[config.mk]
export PLATFORM = sky130hd
export DESIGN_NAME = sbst_tap
export DESIGN_NICKNAME = d
export VERILOG_FILES = /design/src/core/sbst_pkg.sv /design/src/core/sbst_sync.sv /design/src/core/sbst_tap.sv
export SDC_FILE = /design/constraint.sdc
export NUM_CORES = 1
export LEC_CHECK = 0
export ABC_AREA = 1
export BUFFER_PORTS_ARGS = -buffer_cell sky130_fd_sc_hd__buf_2
export CORE_UTILIZATION = 52
export DETAILED_ROUTE_END_ITERATION = 10
export PLACE_DENSITY = 0.81
export SYNTH_ARGS = -nofsm -noshare
export SYNTH_HDL_FRONTEND = slang
export SYNTH_SLANG_ARGS = --single-unit
[constraint.sdc]
create_clock -name clk -period 1.6 [get_ports clk]
set_input_delay 0.24 -clock clk [delete_from_list [all_inputs] [get_ports clk]]
set_output_delay 0.24 -clock clk [all_outputs]
set_load 0.03 [all_outputs]
[src/core/sbst_pkg.sv]
/*
 * constants, state and instruction types for the sram boundary-scan tap.
 * assumes a single 100 mhz system clock that oversamples the test clock.
 */
package sbst_pkg;
    localparam int IR_LEN = 3;
    localparam int ID_LEN = 32;
    localparam int BSR_LEN = 85;
    // output-enable cell is the 85th cell, the one nearest the serial input
    localparam int OE_CELL = 84;
    // identification value is arbitrary; bit 0 marks a present id register
    localparam logic [31:0] ID_CODE = 32'h0A5C_3E01;
    localparam logic [2:0] INS_EXTEST = 3'h0;
    localparam logic [2:0] INS_IDCODE = 3'h1;
    localparam logic [2:0] INS_SAMPLE_Z = 3'h2;
    localparam logic [2:0] INS_PRELOAD = 3'h4;
    localparam logic [2:0] INS_BYPASS = 3'h7;
    localparam logic [1:0] IR_CAPTURE = 2'h1;
    localparam int CLK_PERIOD_NS = 10;
    localparam int TCK_MIN_PERIOD_NS = 50;
    localparam int TCK_MIN_PERIOD_CYC = (TCK_MIN_PERIOD_NS + CLK_PERIOD_NS - 1) / CLK_PERIOD_NS;

    typedef enum logic [15:0] {
        ST_RESET = 16'h0001,
        ST_IDLE = 16'h0002,
        ST_SEL_DR = 16'h0004,
        ST_CAP_DR = 16'h0008,
        ST_SHIFT_DR = 16'h0010,
        ST_EXIT1_DR = 16'h0020,
        ST_PAUSE_DR = 16'h0040,
        ST_EXIT2_DR = 16'h0080,
        ST_UPD_DR = 16'h0100,
        ST_SEL_IR = 16'h0200,
        ST_CAP_IR = 16'h0400,
        ST_SHIFT_IR = 16'h0800,
        ST_EXIT1_IR = 16'h1000,
        ST_PAUSE_IR = 16'h2000,
        ST_EXIT2_IR = 16'h4000,
        ST_UPD_IR = 16'h8000
    } sbst_state_t;

    typedef enum logic [1:0] {
        SEL_BYPASS = 2'h0,
        SEL_ID = 2'h1,
        SEL_BSR = 2'h2
    } sbst_sel_t;
endpackage

[src/core/sbst_sync.sv]
/*
 * two-flop synchroniser, width set by parameter.
 * assumes inputs are asynchronous to clk; only the second stage is read outside.
 */
`timescale 1ns/1ps
module sbst_sync #(
    parameter int WIDTH = 1,
    parameter logic [WIDTH-1:0] INIT = '0
) (
    input wire logic clk,
    input wire logic arst_n,
    input wire logic [WIDTH-1:0] d,
    output logic [WIDTH-1:0] q
);
    logic [WIDTH-1:0] meta;

    always_ff @(posedge clk or negedge arst_n) begin
        if (!arst_n) begin
            meta <= INIT;
            q <= INIT;
        end else begin
            meta <= d;
            q <= meta;
        end
    end
endmodule

[src/core/sbst_tap.sv]
/*
 * boundary-scan test access port of a synchronous sram: tap state machine,
 * instruction, bypass, identification and boundary scan registers.
 * assumes the test clock, mode select, data in and the pin ring are all
 * asynchronous to clk and are oversampled; the test clock is far slower.
 */
`timescale 1ns/1ps
module sbst_tap #(
    parameter int BSR_W = sbst_pkg::BSR_LEN,
    parameter logic [31:0] ID_VALUE = sbst_pkg::ID_CODE
) (
    input wire logic clk,
    input wire logic arst_n,
    input wire logic test_clk,
    input wire logic test_mode_sel,
    input wire logic test_data_in,
    input wire logic [BSR_W-1:0] ring_in,
    output logic test_data_out,
    output logic test_data_out_oe_n,
    output logic [BSR_W-1:0] ring_preload,
    output logic ring_drive,
    output logic ring_hiz,
    output logic [2:0] active_instr
);
    // synchronised pins
    logic tck_s;
    logic tms_s;
    logic tdi_s;
    logic tck_d;
    logic [BSR_W-1:0] ring_s;
    logic tck_rise;
    logic tck_fall;

    // tap state
    sbst_pkg::sbst_state_t state;
    sbst_pkg::sbst_state_t next_state;

    // scan registers
    logic [sbst_pkg::IR_LEN-1:0] ir_shift;
    logic [sbst_pkg::IR_LEN-1:0] ir_active;
    logic bypass_bit;
    logic [sbst_pkg::ID_LEN-1:0] id_shift;
    logic [BSR_W-1:0] bsr_shift;
    logic [BSR_W-1:0] bsr_latch;
    sbst_pkg::sbst_sel_t dr_sel;
    logic bsr_update_ok;
    logic next_tdo;

    // mode select and data sampled with the same latency as the test clock
    sbst_sync #(
        .WIDTH(3),
        .INIT(3'h2)
    ) u_pin_sync (
        .clk(clk),
        .arst_n(arst_n),
        .d({test_clk, test_mode_sel, test_data_in}),
        .q({tck_s, tms_s, tdi_s})
    );

    // ring values move with the memory clock; capture is only as good as
    // the controller's hold-still around the capture point
    sbst_sync #(
        .WIDTH(BSR_W),
        .INIT('0)
    ) u_ring_sync (
        .clk(clk),
        .arst_n(arst_n),
        .d(ring_in),
        .q(ring_s)
    );

    always_ff @(posedge clk or negedge arst_n) begin
        if (!arst_n) begin
            tck_d <= 1'b0;
        end else begin
            tck_d <= tck_s;
        end
    end

    assign tck_rise = tck_s & ~tck_d;
    assign tck_fall = ~tck_s & tck_d;

    // tap transition table
    function automatic sbst_pkg::sbst_state_t tap_next(
        input sbst_pkg::sbst_state_t cur,
        input logic tms
    );
        sbst_pkg::sbst_state_t nxt;
        nxt = sbst_pkg::ST_RESET;
        case (cur)
            sbst_pkg::ST_RESET: begin
                nxt = tms ? sbst_pkg::ST_RESET : sbst_pkg::ST_IDLE;
            end
            sbst_pkg::ST_IDLE: begin
                nxt = tms ? sbst_pkg::ST_SEL_DR : sbst_pkg::ST_IDLE;
            end
            sbst_pkg::ST_SEL_DR: begin
                nxt = tms ? sbst_pkg::ST_SEL_IR : sbst_pkg::ST_CAP_DR;
            end
            sbst_pkg::ST_CAP_DR: begin
                nxt = tms ? sbst_pkg::ST_EXIT1_DR : sbst_pkg::ST_SHIFT_DR;
            end
            sbst_pkg::ST_SHIFT_DR: begin
                nxt = tms ? sbst_pkg::ST_EXIT1_DR : sbst_pkg::ST_SHIFT_DR;
            end
            sbst_pkg::ST_EXIT1_DR: begin
                nxt = tms ? sbst_pkg::ST_UPD_DR : sbst_pkg::ST_PAUSE_DR;
            end
            sbst_pkg::ST_PAUSE_DR: begin
                nxt = tms ? sbst_pkg::ST_EXIT2_DR : sbst_pkg::ST_PAUSE_DR;
            end
            sbst_pkg::ST_EXIT2_DR: begin
                nxt = tms ? sbst_pkg::ST_UPD_DR : sbst_pkg::ST_SHIFT_DR;
            end
            sbst_pkg::ST_UPD_DR: begin
                nxt = tms ? sbst_pkg::ST_SEL_DR : sbst_pkg::ST_IDLE;
            end
            sbst_pkg::ST_SEL_IR: begin
                nxt = tms ? sbst_pkg::ST_RESET : sbst_pkg::ST_CAP_IR;
            end
            sbst_pkg::ST_CAP_IR: begin
                nxt = tms ? sbst_pkg::ST_EXIT1_IR : sbst_pkg::ST_SHIFT_IR;
            end
            sbst_pkg::ST_SHIFT_IR: begin
                nxt = tms ? sbst_pkg::ST_EXIT1_IR : sbst_pkg::ST_SHIFT_IR;
            end
            sbst_pkg::ST_EXIT1_IR: begin
                nxt = tms ? sbst_pkg::ST_UPD_IR : sbst_pkg::ST_PAUSE_IR;
            end
            sbst_pkg::ST_PAUSE_IR: begin
                nxt = tms ? sbst_pkg::ST_EXIT2_IR : sbst_pkg::ST_PAUSE_IR;
            end
            sbst_pkg::ST_EXIT2_IR: begin
                nxt = tms ? sbst_pkg::ST_UPD_IR : sbst_pkg::ST_SHIFT_IR;
            end
            sbst_pkg::ST_UPD_IR: begin
                nxt = tms ? sbst_pkg::ST_SEL_DR : sbst_pkg::ST_IDLE;
            end
            default: begin
                nxt = sbst_pkg::ST_RESET;
            end
        endcase
        return nxt;
    endfunction

    // instruction decode to the one data register it selects
    function automatic sbst_pkg::sbst_sel_t decode_sel(input logic [2:0] ins);
        sbst_pkg::sbst_sel_t sel;
        sel = sbst_pkg::SEL_BYPASS;
        case (ins)
            sbst_pkg::INS_EXTEST: begin
                sel = sbst_pkg::SEL_BSR;
            end
            sbst_pkg::INS_IDCODE: begin
                sel = sbst_pkg::SEL_ID;
            end
            sbst_pkg::INS_SAMPLE_Z: begin
                sel = sbst_pkg::SEL_BSR;
            end
            sbst_pkg::INS_PRELOAD: begin
                sel = sbst_pkg::SEL_BSR;
            end
            default: begin
                // reserved codes have no behaviour; they fall to bypass so the
                // chain length stays defined if one is loaded anyway
                sel = sbst_pkg::SEL_BYPASS;
            end
        endcase
        return sel;
    endfunction

    assign dr_sel = decode_sel(ir_active);
    assign bsr_update_ok = (ir_active == sbst_pkg::INS_EXTEST)
                         || (ir_active == sbst_pkg::INS_PRELOAD);

    // state machine, test-clock rise only
    always_comb begin
        next_state = tap_next(state, tms_s);
    end

    always_ff @(posedge clk or negedge arst_n) begin
        if (!arst_n) begin
            state <= sbst_pkg::ST_RESET;
        end else if (tck_rise) begin
            // five highs reach reset from any state
            state <= next_state;
        end
    end

    // instruction shift stage
    always_ff @(posedge clk or negedge arst_n) begin
        if (!arst_n) begin
            ir_shift <= sbst_pkg::INS_IDCODE;
        end else if (tck_rise) begin
            case (state)
                sbst_pkg::ST_CAP_IR: begin
                    ir_shift <= {ir_shift[2], sbst_pkg::IR_CAPTURE};
                end
                sbst_pkg::ST_SHIFT_IR: begin
                    ir_shift <= {tdi_s, ir_shift[2:1]};
                end
                default: begin
                    ir_shift <= ir_shift;
                end
            endcase
        end
    end

    // active instruction
    always_ff @(posedge clk or negedge arst_n) begin
        if (!arst_n) begin
            ir_active <= sbst_pkg::INS_IDCODE;
        end else if (state == sbst_pkg::ST_RESET) begin
            ir_active <= sbst_pkg::INS_IDCODE;
        end else if (tck_rise && state == sbst_pkg::ST_UPD_IR) begin
            ir_active <= ir_shift;
        end
    end

    // bypass bit
    always_ff @(posedge clk or negedge arst_n) begin
        if (!arst_n) begin
            bypass_bit <= 1'b0;
        end else if (tck_rise && dr_sel == sbst_pkg::SEL_BYPASS) begin
            if (state == sbst_pkg::ST_CAP_DR) begin
                bypass_bit <= 1'b0;
            end else if (state == sbst_pkg::ST_SHIFT_DR) begin
                bypass_bit <= tdi_s;
            end
        end
    end

    // identification register
    always_ff @(posedge clk or negedge arst_n) begin
        if (!arst_n) begin
            id_shift <= '0;
        end else if (tck_rise && dr_sel == sbst_pkg::SEL_ID) begin
            if (state == sbst_pkg::ST_CAP_DR) begin
                id_shift <= ID_VALUE;
            end else if (state == sbst_pkg::ST_SHIFT_DR) begin
                id_shift <= {tdi_s, id_shift[sbst_pkg::ID_LEN-1:1]};
            end
        end
    end

    // boundary scan shift stage
    always_ff @(posedge clk or negedge arst_n) begin
        if (!arst_n) begin
            bsr_shift <= '0;
        end else if (tck_rise && dr_sel == sbst_pkg::SEL_BSR) begin
            if (state == sbst_pkg::ST_CAP_DR) begin
                // snapshot only; memory traffic is never touched
                bsr_shift <= ring_s;
            end else if (state == sbst_pkg::ST_SHIFT_DR) begin
                // old capture leaves at the lsb while preload enters at the msb
                bsr_shift <= {tdi_s, bsr_shift[BSR_W-1:1]};
            end
        end
    end

    // boundary parallel latches
    always_ff @(posedge clk or negedge arst_n) begin
        if (!arst_n) begin
            bsr_latch <= '0;
            bsr_latch[sbst_pkg::OE_CELL] <= 1'b1;
        end else if (state == sbst_pkg::ST_RESET) begin
            bsr_latch[sbst_pkg::OE_CELL] <= 1'b1;
        end else if (tck_rise && state == sbst_pkg::ST_UPD_DR && bsr_update_ok) begin
            bsr_latch <= bsr_shift;
        end
    end

    // serial output source, lsb of the selected register
    always_comb begin
        next_tdo = 1'b0;
        if (state == sbst_pkg::ST_SHIFT_IR) begin
            next_tdo = ir_shift[0];
        end else begin
            case (dr_sel)
                sbst_pkg::SEL_ID: begin
                    next_tdo = id_shift[0];
                end
                sbst_pkg::SEL_BSR: begin
                    next_tdo = bsr_shift[0];
                end
                default: begin
                    next_tdo = bypass_bit;
                end
            endcase
        end
    end

    // serial output, test-clock fall only
    always_ff @(posedge clk or negedge arst_n) begin
        if (!arst_n) begin
            test_data_out <= 1'b0;
            test_data_out_oe_n <= 1'b1;
        end else if (tck_fall) begin
            test_data_out <= next_tdo;
            test_data_out_oe_n <= !(state == sbst_pkg::ST_SHIFT_IR
                                 || state == sbst_pkg::ST_SHIFT_DR);
        end
    end

    // pin ring control; reset only changes what the test port drives, so
    // with the identification instruction the memory runs as normal
    always_ff @(posedge clk or negedge arst_n) begin
        if (!arst_n) begin
            ring_drive <= 1'b0;
            ring_hiz <= 1'b0;
            ring_preload <= '0;
            active_instr <= sbst_pkg::INS_IDCODE;
        end else begin
            ring_preload <= bsr_latch;
            active_instr <= ir_active;
            case (ir_active)
                sbst_pkg::INS_EXTEST: begin
                    ring_drive <= bsr_latch[sbst_pkg::OE_CELL];
                    ring_hiz <= !bsr_latch[sbst_pkg::OE_CELL];
                end
                sbst_pkg::INS_SAMPLE_Z: begin
                    ring_drive <= 1'b0;
                    ring_hiz <= 1'b1;
                end
                default: begin
                    ring_drive <= 1'b0;
                    ring_hiz <= 1'b0;
                end
            endcase
        end
    end
endmodule

; ---- Word level (Yosys, flattened, before mapping)
; Cells that the tools add are included.
[totals]
latch_bits = 0
n_memories = 0
mem_bits_ro = 0
out_inout_bits = 92
mem_bits_rw = 0
regBits = 494
[classes]
n_reduce_logical = 26
div_mod_pow = 0
eq_ne = 21
n_bitwise = 6
n_mux = 29
n_addsub = 0
order_cmp = 0
n_shift = 0
n_mul = 0
[ops]
columns = operator, n
row1 = $mux W85, 3
row2 = $pmux W16 S12, 1
row3 = $mux W32, 2
row4 = $mux W16, 2
row5 = $mux W9, 2
row6 = $eq A16 B1 Y1 const B, 1
row7 = $eq A16 B10 Y1 const B, 1
row8 = $eq A16 B11 Y1 const B, 1
row9 = $eq A16 B12 Y1 const B, 1
row10 = $eq A16 B13 Y1 const B, 1
row11 = $eq A16 B14 Y1 const B, 1
row12 = $eq A16 B15 Y1 const B, 1
row13 = $eq A16 B16 Y1 const B, 1
row14 = $eq A16 B2 Y1 const B, 1
row15 = $eq A16 B3 Y1 const B, 1
row16 = $eq A16 B4 Y1 const B, 1
row17 = $eq A16 B5 Y1 const B, 1
row18 = $eq A16 B6 Y1 const B, 1
row19 = $eq A16 B7 Y1 const B, 1
row20 = $eq A16 B8 Y1 const B, 1
row21 = $eq A16 B9 Y1 const B, 1
row22 = $mux W15, 1
row23 = $mux W13, 1
row24 = $mux W11, 1
row25 = other kinds (26), 53

; ---- Logic depth before layout (Yosys ltp)
[depth]
depth_word = 6
depth_mapped = 11
mapped_depth_nobuf = 11

; ---- Cells and area by module
; Synthesis repeated with hierarchy kept, for this count alone.
[hier_totals]
hier_cells = 1440
area_unflattened_um2 = 16672.2
[modules_own_cells]
columns = module, instances, area_each_um2, cells_per_inst
row1 = sbst_tap, 1, 12265.5, 1264
row2 = sbst_sync at u_ring_sync, 1, 4254.1, 170
row3 = sbst_sync at u_pin_sync, 1, 152.6, 6

; ---- Worst setup path after synthesis
; Ideal clock, no wire load.
[synth_path]
path_type = register to register
start = register state[11]
end = register bsr_shift[53]
stages_incl_launch_ff = 11
path_buffers = 2
path_slack_ns = -0.110
required_ns = 1.466
t_arrival_ns = 1.577
period_less_slack_ns = 1.710
path_cell_list = dfrtp_1 -> nor2_2 -> nand2_4 -> nor2_8 -> nand3_1 -> nand2_4 -> nand3_4 -> buf_6 -> buf_6 -> nor2_1 -> a21oi_1
[synth_between]
elab_chain_len = 3
elab_cells_between_ends = 5
[synth_rtl]
columns = element, line
row1 = from (decl), sbst_tap.sv:35  ; sbst_pkg::sbst_state_t state;
row2 = from (signal assigned), sbst_tap.sv:183  ; state <= sbst_pkg::ST_RESET;
row3 = from (signal assigned), sbst_tap.sv:186  ; state <= next_state;
row4 = $eq A16 B4 Y1 / $eq A16 B5 Y1 (equally long branches), "sbst_tap.sv:251, sbst_tap.sv:254"
row5 = $reduce_bool A2 Y1 (no source line), -
row6 = $reduce_and A2 Y1 (no source line), -
row7 = to (signal assigned), sbst_tap.sv:253  ; bsr_shift <= ring_s;
row8 = to (signal assigned), sbst_tap.sv:256  ; bsr_shift <= {tdi_s, bsr_shift[BSR_W-1:1]};
row9 = to (decl), sbst_tap.sv:43  ; logic [BSR_W-1:0] bsr_shift;
; Parallel ways exist; a longest one is shown, timed or not.
; A chain may end at the register's enable or synchronous reset.

; ---- Final worst setup path
[layout_path]
start = register state[12]
end = register bsr_shift[54]
; Same word-level chain as after synthesis.

==> reports/metrics.yaml <==
outcome: "finished with violations"
violations: "setup timing"
sequentialPowerShare_pct: 50.6
intPower_mw: 19.9
rsz0062_at_grt: "yes"
synth-simple-area-share_pct: 10.5
clk_path_buf_depth: 3
grt_overflow_total: 0
cp-start-kind: "register"
reg2reg_setup_slack_ps: -300
fp.coreArea_um2: 31500
met1_usage_pct: 28.7
synth_mux_area_share_pct: 0.0603
slew-limit-headroom_pct: 70.8
final_cell_mix: "dfrtp_1, nand2_1, buf_2"
post-route-cell-area_um2: 22200
stdcell_count: 2253
numClockSinks: 494
synth_xor_area_share_pct: 0
synth_edf_count: 0
ir_drop_mv: 0.753
critical_path_class: "reg2reg"
detail_route.wirelength_mm: 38.5
synth-compound-area-share_pct: 9.75
finalWorstSetupSlack_ps: -303
synth_area_um2: 16600
finalSetupViolCount: 212
grt_pass1_vias: 11599
power_leakage_nw: 11.1
final_common_cell: "dfrtp_1"
synthAdderAreaFrac_pct: 0.226
grt_usage_pct: 22.7
syn_to_final_growth_pct: 34.0
path_delay_family: "simple AND/OR/NAND/NOR gates"
ant_nets: 0
die_area_um2: 32600
cp_max_fo: 42
crit_top_cell: "buf_12"
drt_iter0_drc: 748
async_flop_share_pct: 100
swShare_pct: 21.8
hpwl_mm: 20.4
die_x_um: 181
period_share_pct: 119
drive_gt1_share_pct: 27.7
power_frac_comb_pct: 5.8
gp_congestion: 0.846
p_clk_share_pct: 43.6
yosysUniqueCellTypes: 29
dr.pass1.iters: 5
worstPathCellList: "nor2_4 > nand2_4 > nor2_8 > nand3_4 > buf_12 > buf_12 > o21ai_0 > o21ai_2"
clkLatencyLatePin_ps: 550
viasPerCell: 5.13
nNetsFinal: 1907
ys_seq_area_share_pct: 74.5
cap_violations: 0
clock-skew-final_ps: 13.1
power.total_mw: 25.5
power_density_nw_per_um2: 1150
busiest_layer: "met2"
power.switching_mw: 5.56
grt_max_degree: 82
max_freq_ghz: 0.525
vias: 11555
ys_warn_count: 0
crit_buf_inv: 2
hold_path_class: "in2async"
synthFlopType: "dfrtp_1"
r2r-start: "state[12]"
reg2reg_to: "bsr_shift[54]"
hold_viol: 0
ys_ff_latch: 494
htreeDepth: 2
port_buffers: 181
initial_core_util_pct: 52.7
clk_pin_slew_worst_paths_ps: 60
gr-usage-met2_pct: 38.7
cts_tree: "done"
grt_pass1_wl_mm: 58.5
finalMaxSlewViolations: 0
synth_fp_nets: 1530
row_count: 65
drc: 0
clock_tree.root_cell: "clkbuf_16"
slowest_stage: "dfrtp_1"
syn-instance-count: 1437
dpl.cell_count: 2037
wl_per_cell_um: 17.1
reg2regPathDepth: 8
synth.avg_cell_area_um2: 11.6
tightest_slew_ps: 439
numCtsBuffers: 48
placed_area_um2: 18500
worstPathRequired_ps: 2010
critPathArrivalTime_ps: 2320
fp.dieH_um: 181
endpoint_kind: "register"
grtUsageMet3_pct: 3.23
cpPeakStageDelay_ps: 410
ios: 182
antenna_found_initial: 1
fin_crit_ps: 1900
synth_top_family_by_area: "simple AND/OR/NAND/NOR gates"
==> per-stage QoR <==
step | setup slack (ps) | util [%] | hold slack [ps] | TNS [ps]
floorplan | -99.4 | - | -55.6 | -6400
global placement | -163 | 58.9 | 181 | -24270
detailed placement | -234 | 58.9 | 178 | -33260
CTS | -188 | 68.5 | 218 | -23500
global route | -383 | 70.7 | 225 | -49500
finish | -303 | 70.7 | 213 | -34280
==> power by group through the flow <==
stage / Combinational (mW) / Clock, mW / Sequential [mW]
after detailed placement: 1.15 / 0 / 13.1
final: 1.48 / 11.1 / 12.9
after global routing: 1.63 / 11.8 / 12.9
after CTS: 1.44 / 11.3 / 12.9
after floorplan: 0.420 / 0 / 13.1
after global placement: 1.13 / 0 / 13.1
==> per-layer routing <==
| layer | share of wire [%] | wire [um] |
|---|---|---|
| met1 | 40 | 15500 |
| met2 | 52 | 19900 |
| met3 | 4.1 | 1580 |
| met4 | 4.1 | 1570 |
| met5 | 0 | 0 |
==> cell families (layout without fill, tap and decap cells) <==
kind of cell | count (synthesis) | count (layout)
AO/OA/AOI/OAI | 319 | 319
adder cells (fa/ha/maj) | 3 | 3
buffers and inverters | 187 | 600
flip-flops | 494 | 494
multiplexers | 1 | 1
other | 0 | 1
AND/OR/NAND/NOR | 433 | 433
==> cells in the mapped netlist (2+ instances only) <==
cell	instances	share of area, %
clkbuf_1	31	0.70
nor3_1	4	0.12
nand2_4	2	0.14
dfrtp_1	486	73
nand3_4	2	0.21
o21ai_0	206	6.2
o22ai_1	10	0.38
buf_6	11	0.75
nor2_2	4	0.15
nor2_1	44	1.0
inv_1	122	2.8
ha_1	3	0.23
nand2_1	352	8.0
nand3_1	19	0.57
a21oi_1	6	0.18
buf_2	23	0.69
dfstp_2	8	1.3
o21ai_1	93	2.8
==> timing repair <==
action | 4_1_cts | 5_1_grt
pin swaps | 15 | 14
hold buffers | 89 | 0
buffers inserted | 13 | 7
cloned | 8 | 14
endpoints found under the hold margin | 274 | 0
gates resized for setup | 92 | 121
endpoints found under the setup margin | 214 | 217
==> flip-flops by register name, summed over array words and instances, names as in the netlist, 3 cells and up <==
| name | flops |
|---|---|
| ring_preload | 85 |
| u_ring_sync.meta | 85 |
| u_pin_sync.q | 3 |
| ir_shift | 3 |
| active_instr | 3 |
| u_ring_sync.q | 85 |
| ir_active | 3 |
| bsr_shift | 85 |
| id_shift | 32 |
| u_pin_sync.meta | 3 |
| bsr_latch | 85 |
| state | 16 |
==> final cells by class <==
class	count	area (um2)
diodes	1	2.50
clock inverters	20	220
clock buffers	66	1340
repair buffers	392	3430
well taps	402	503
fillers	1993	9230
multi-input cells	756	3920
inverters	122	458
flip-flops and latches	494	12400
==> worst max path at each step <==
stage          depth (start not counted)  startpoint  slack (ps)             to
2_1_floorplan                         10   state[12]        -100  bsr_shift[53]
3_3_place_gp                           9   state[15]        -160  bsr_shift[27]
3_5_place_dp                           9   state[15]        -230  bsr_shift[27]
4_1_cts                               10   state[10]        -190  bsr_shift[47]
5_1_grt                                8   state[12]        -380  bsr_shift[54]
6_report                               8   state[12]        -300  bsr_shift[54]
(Power assumes the default switching activity.)
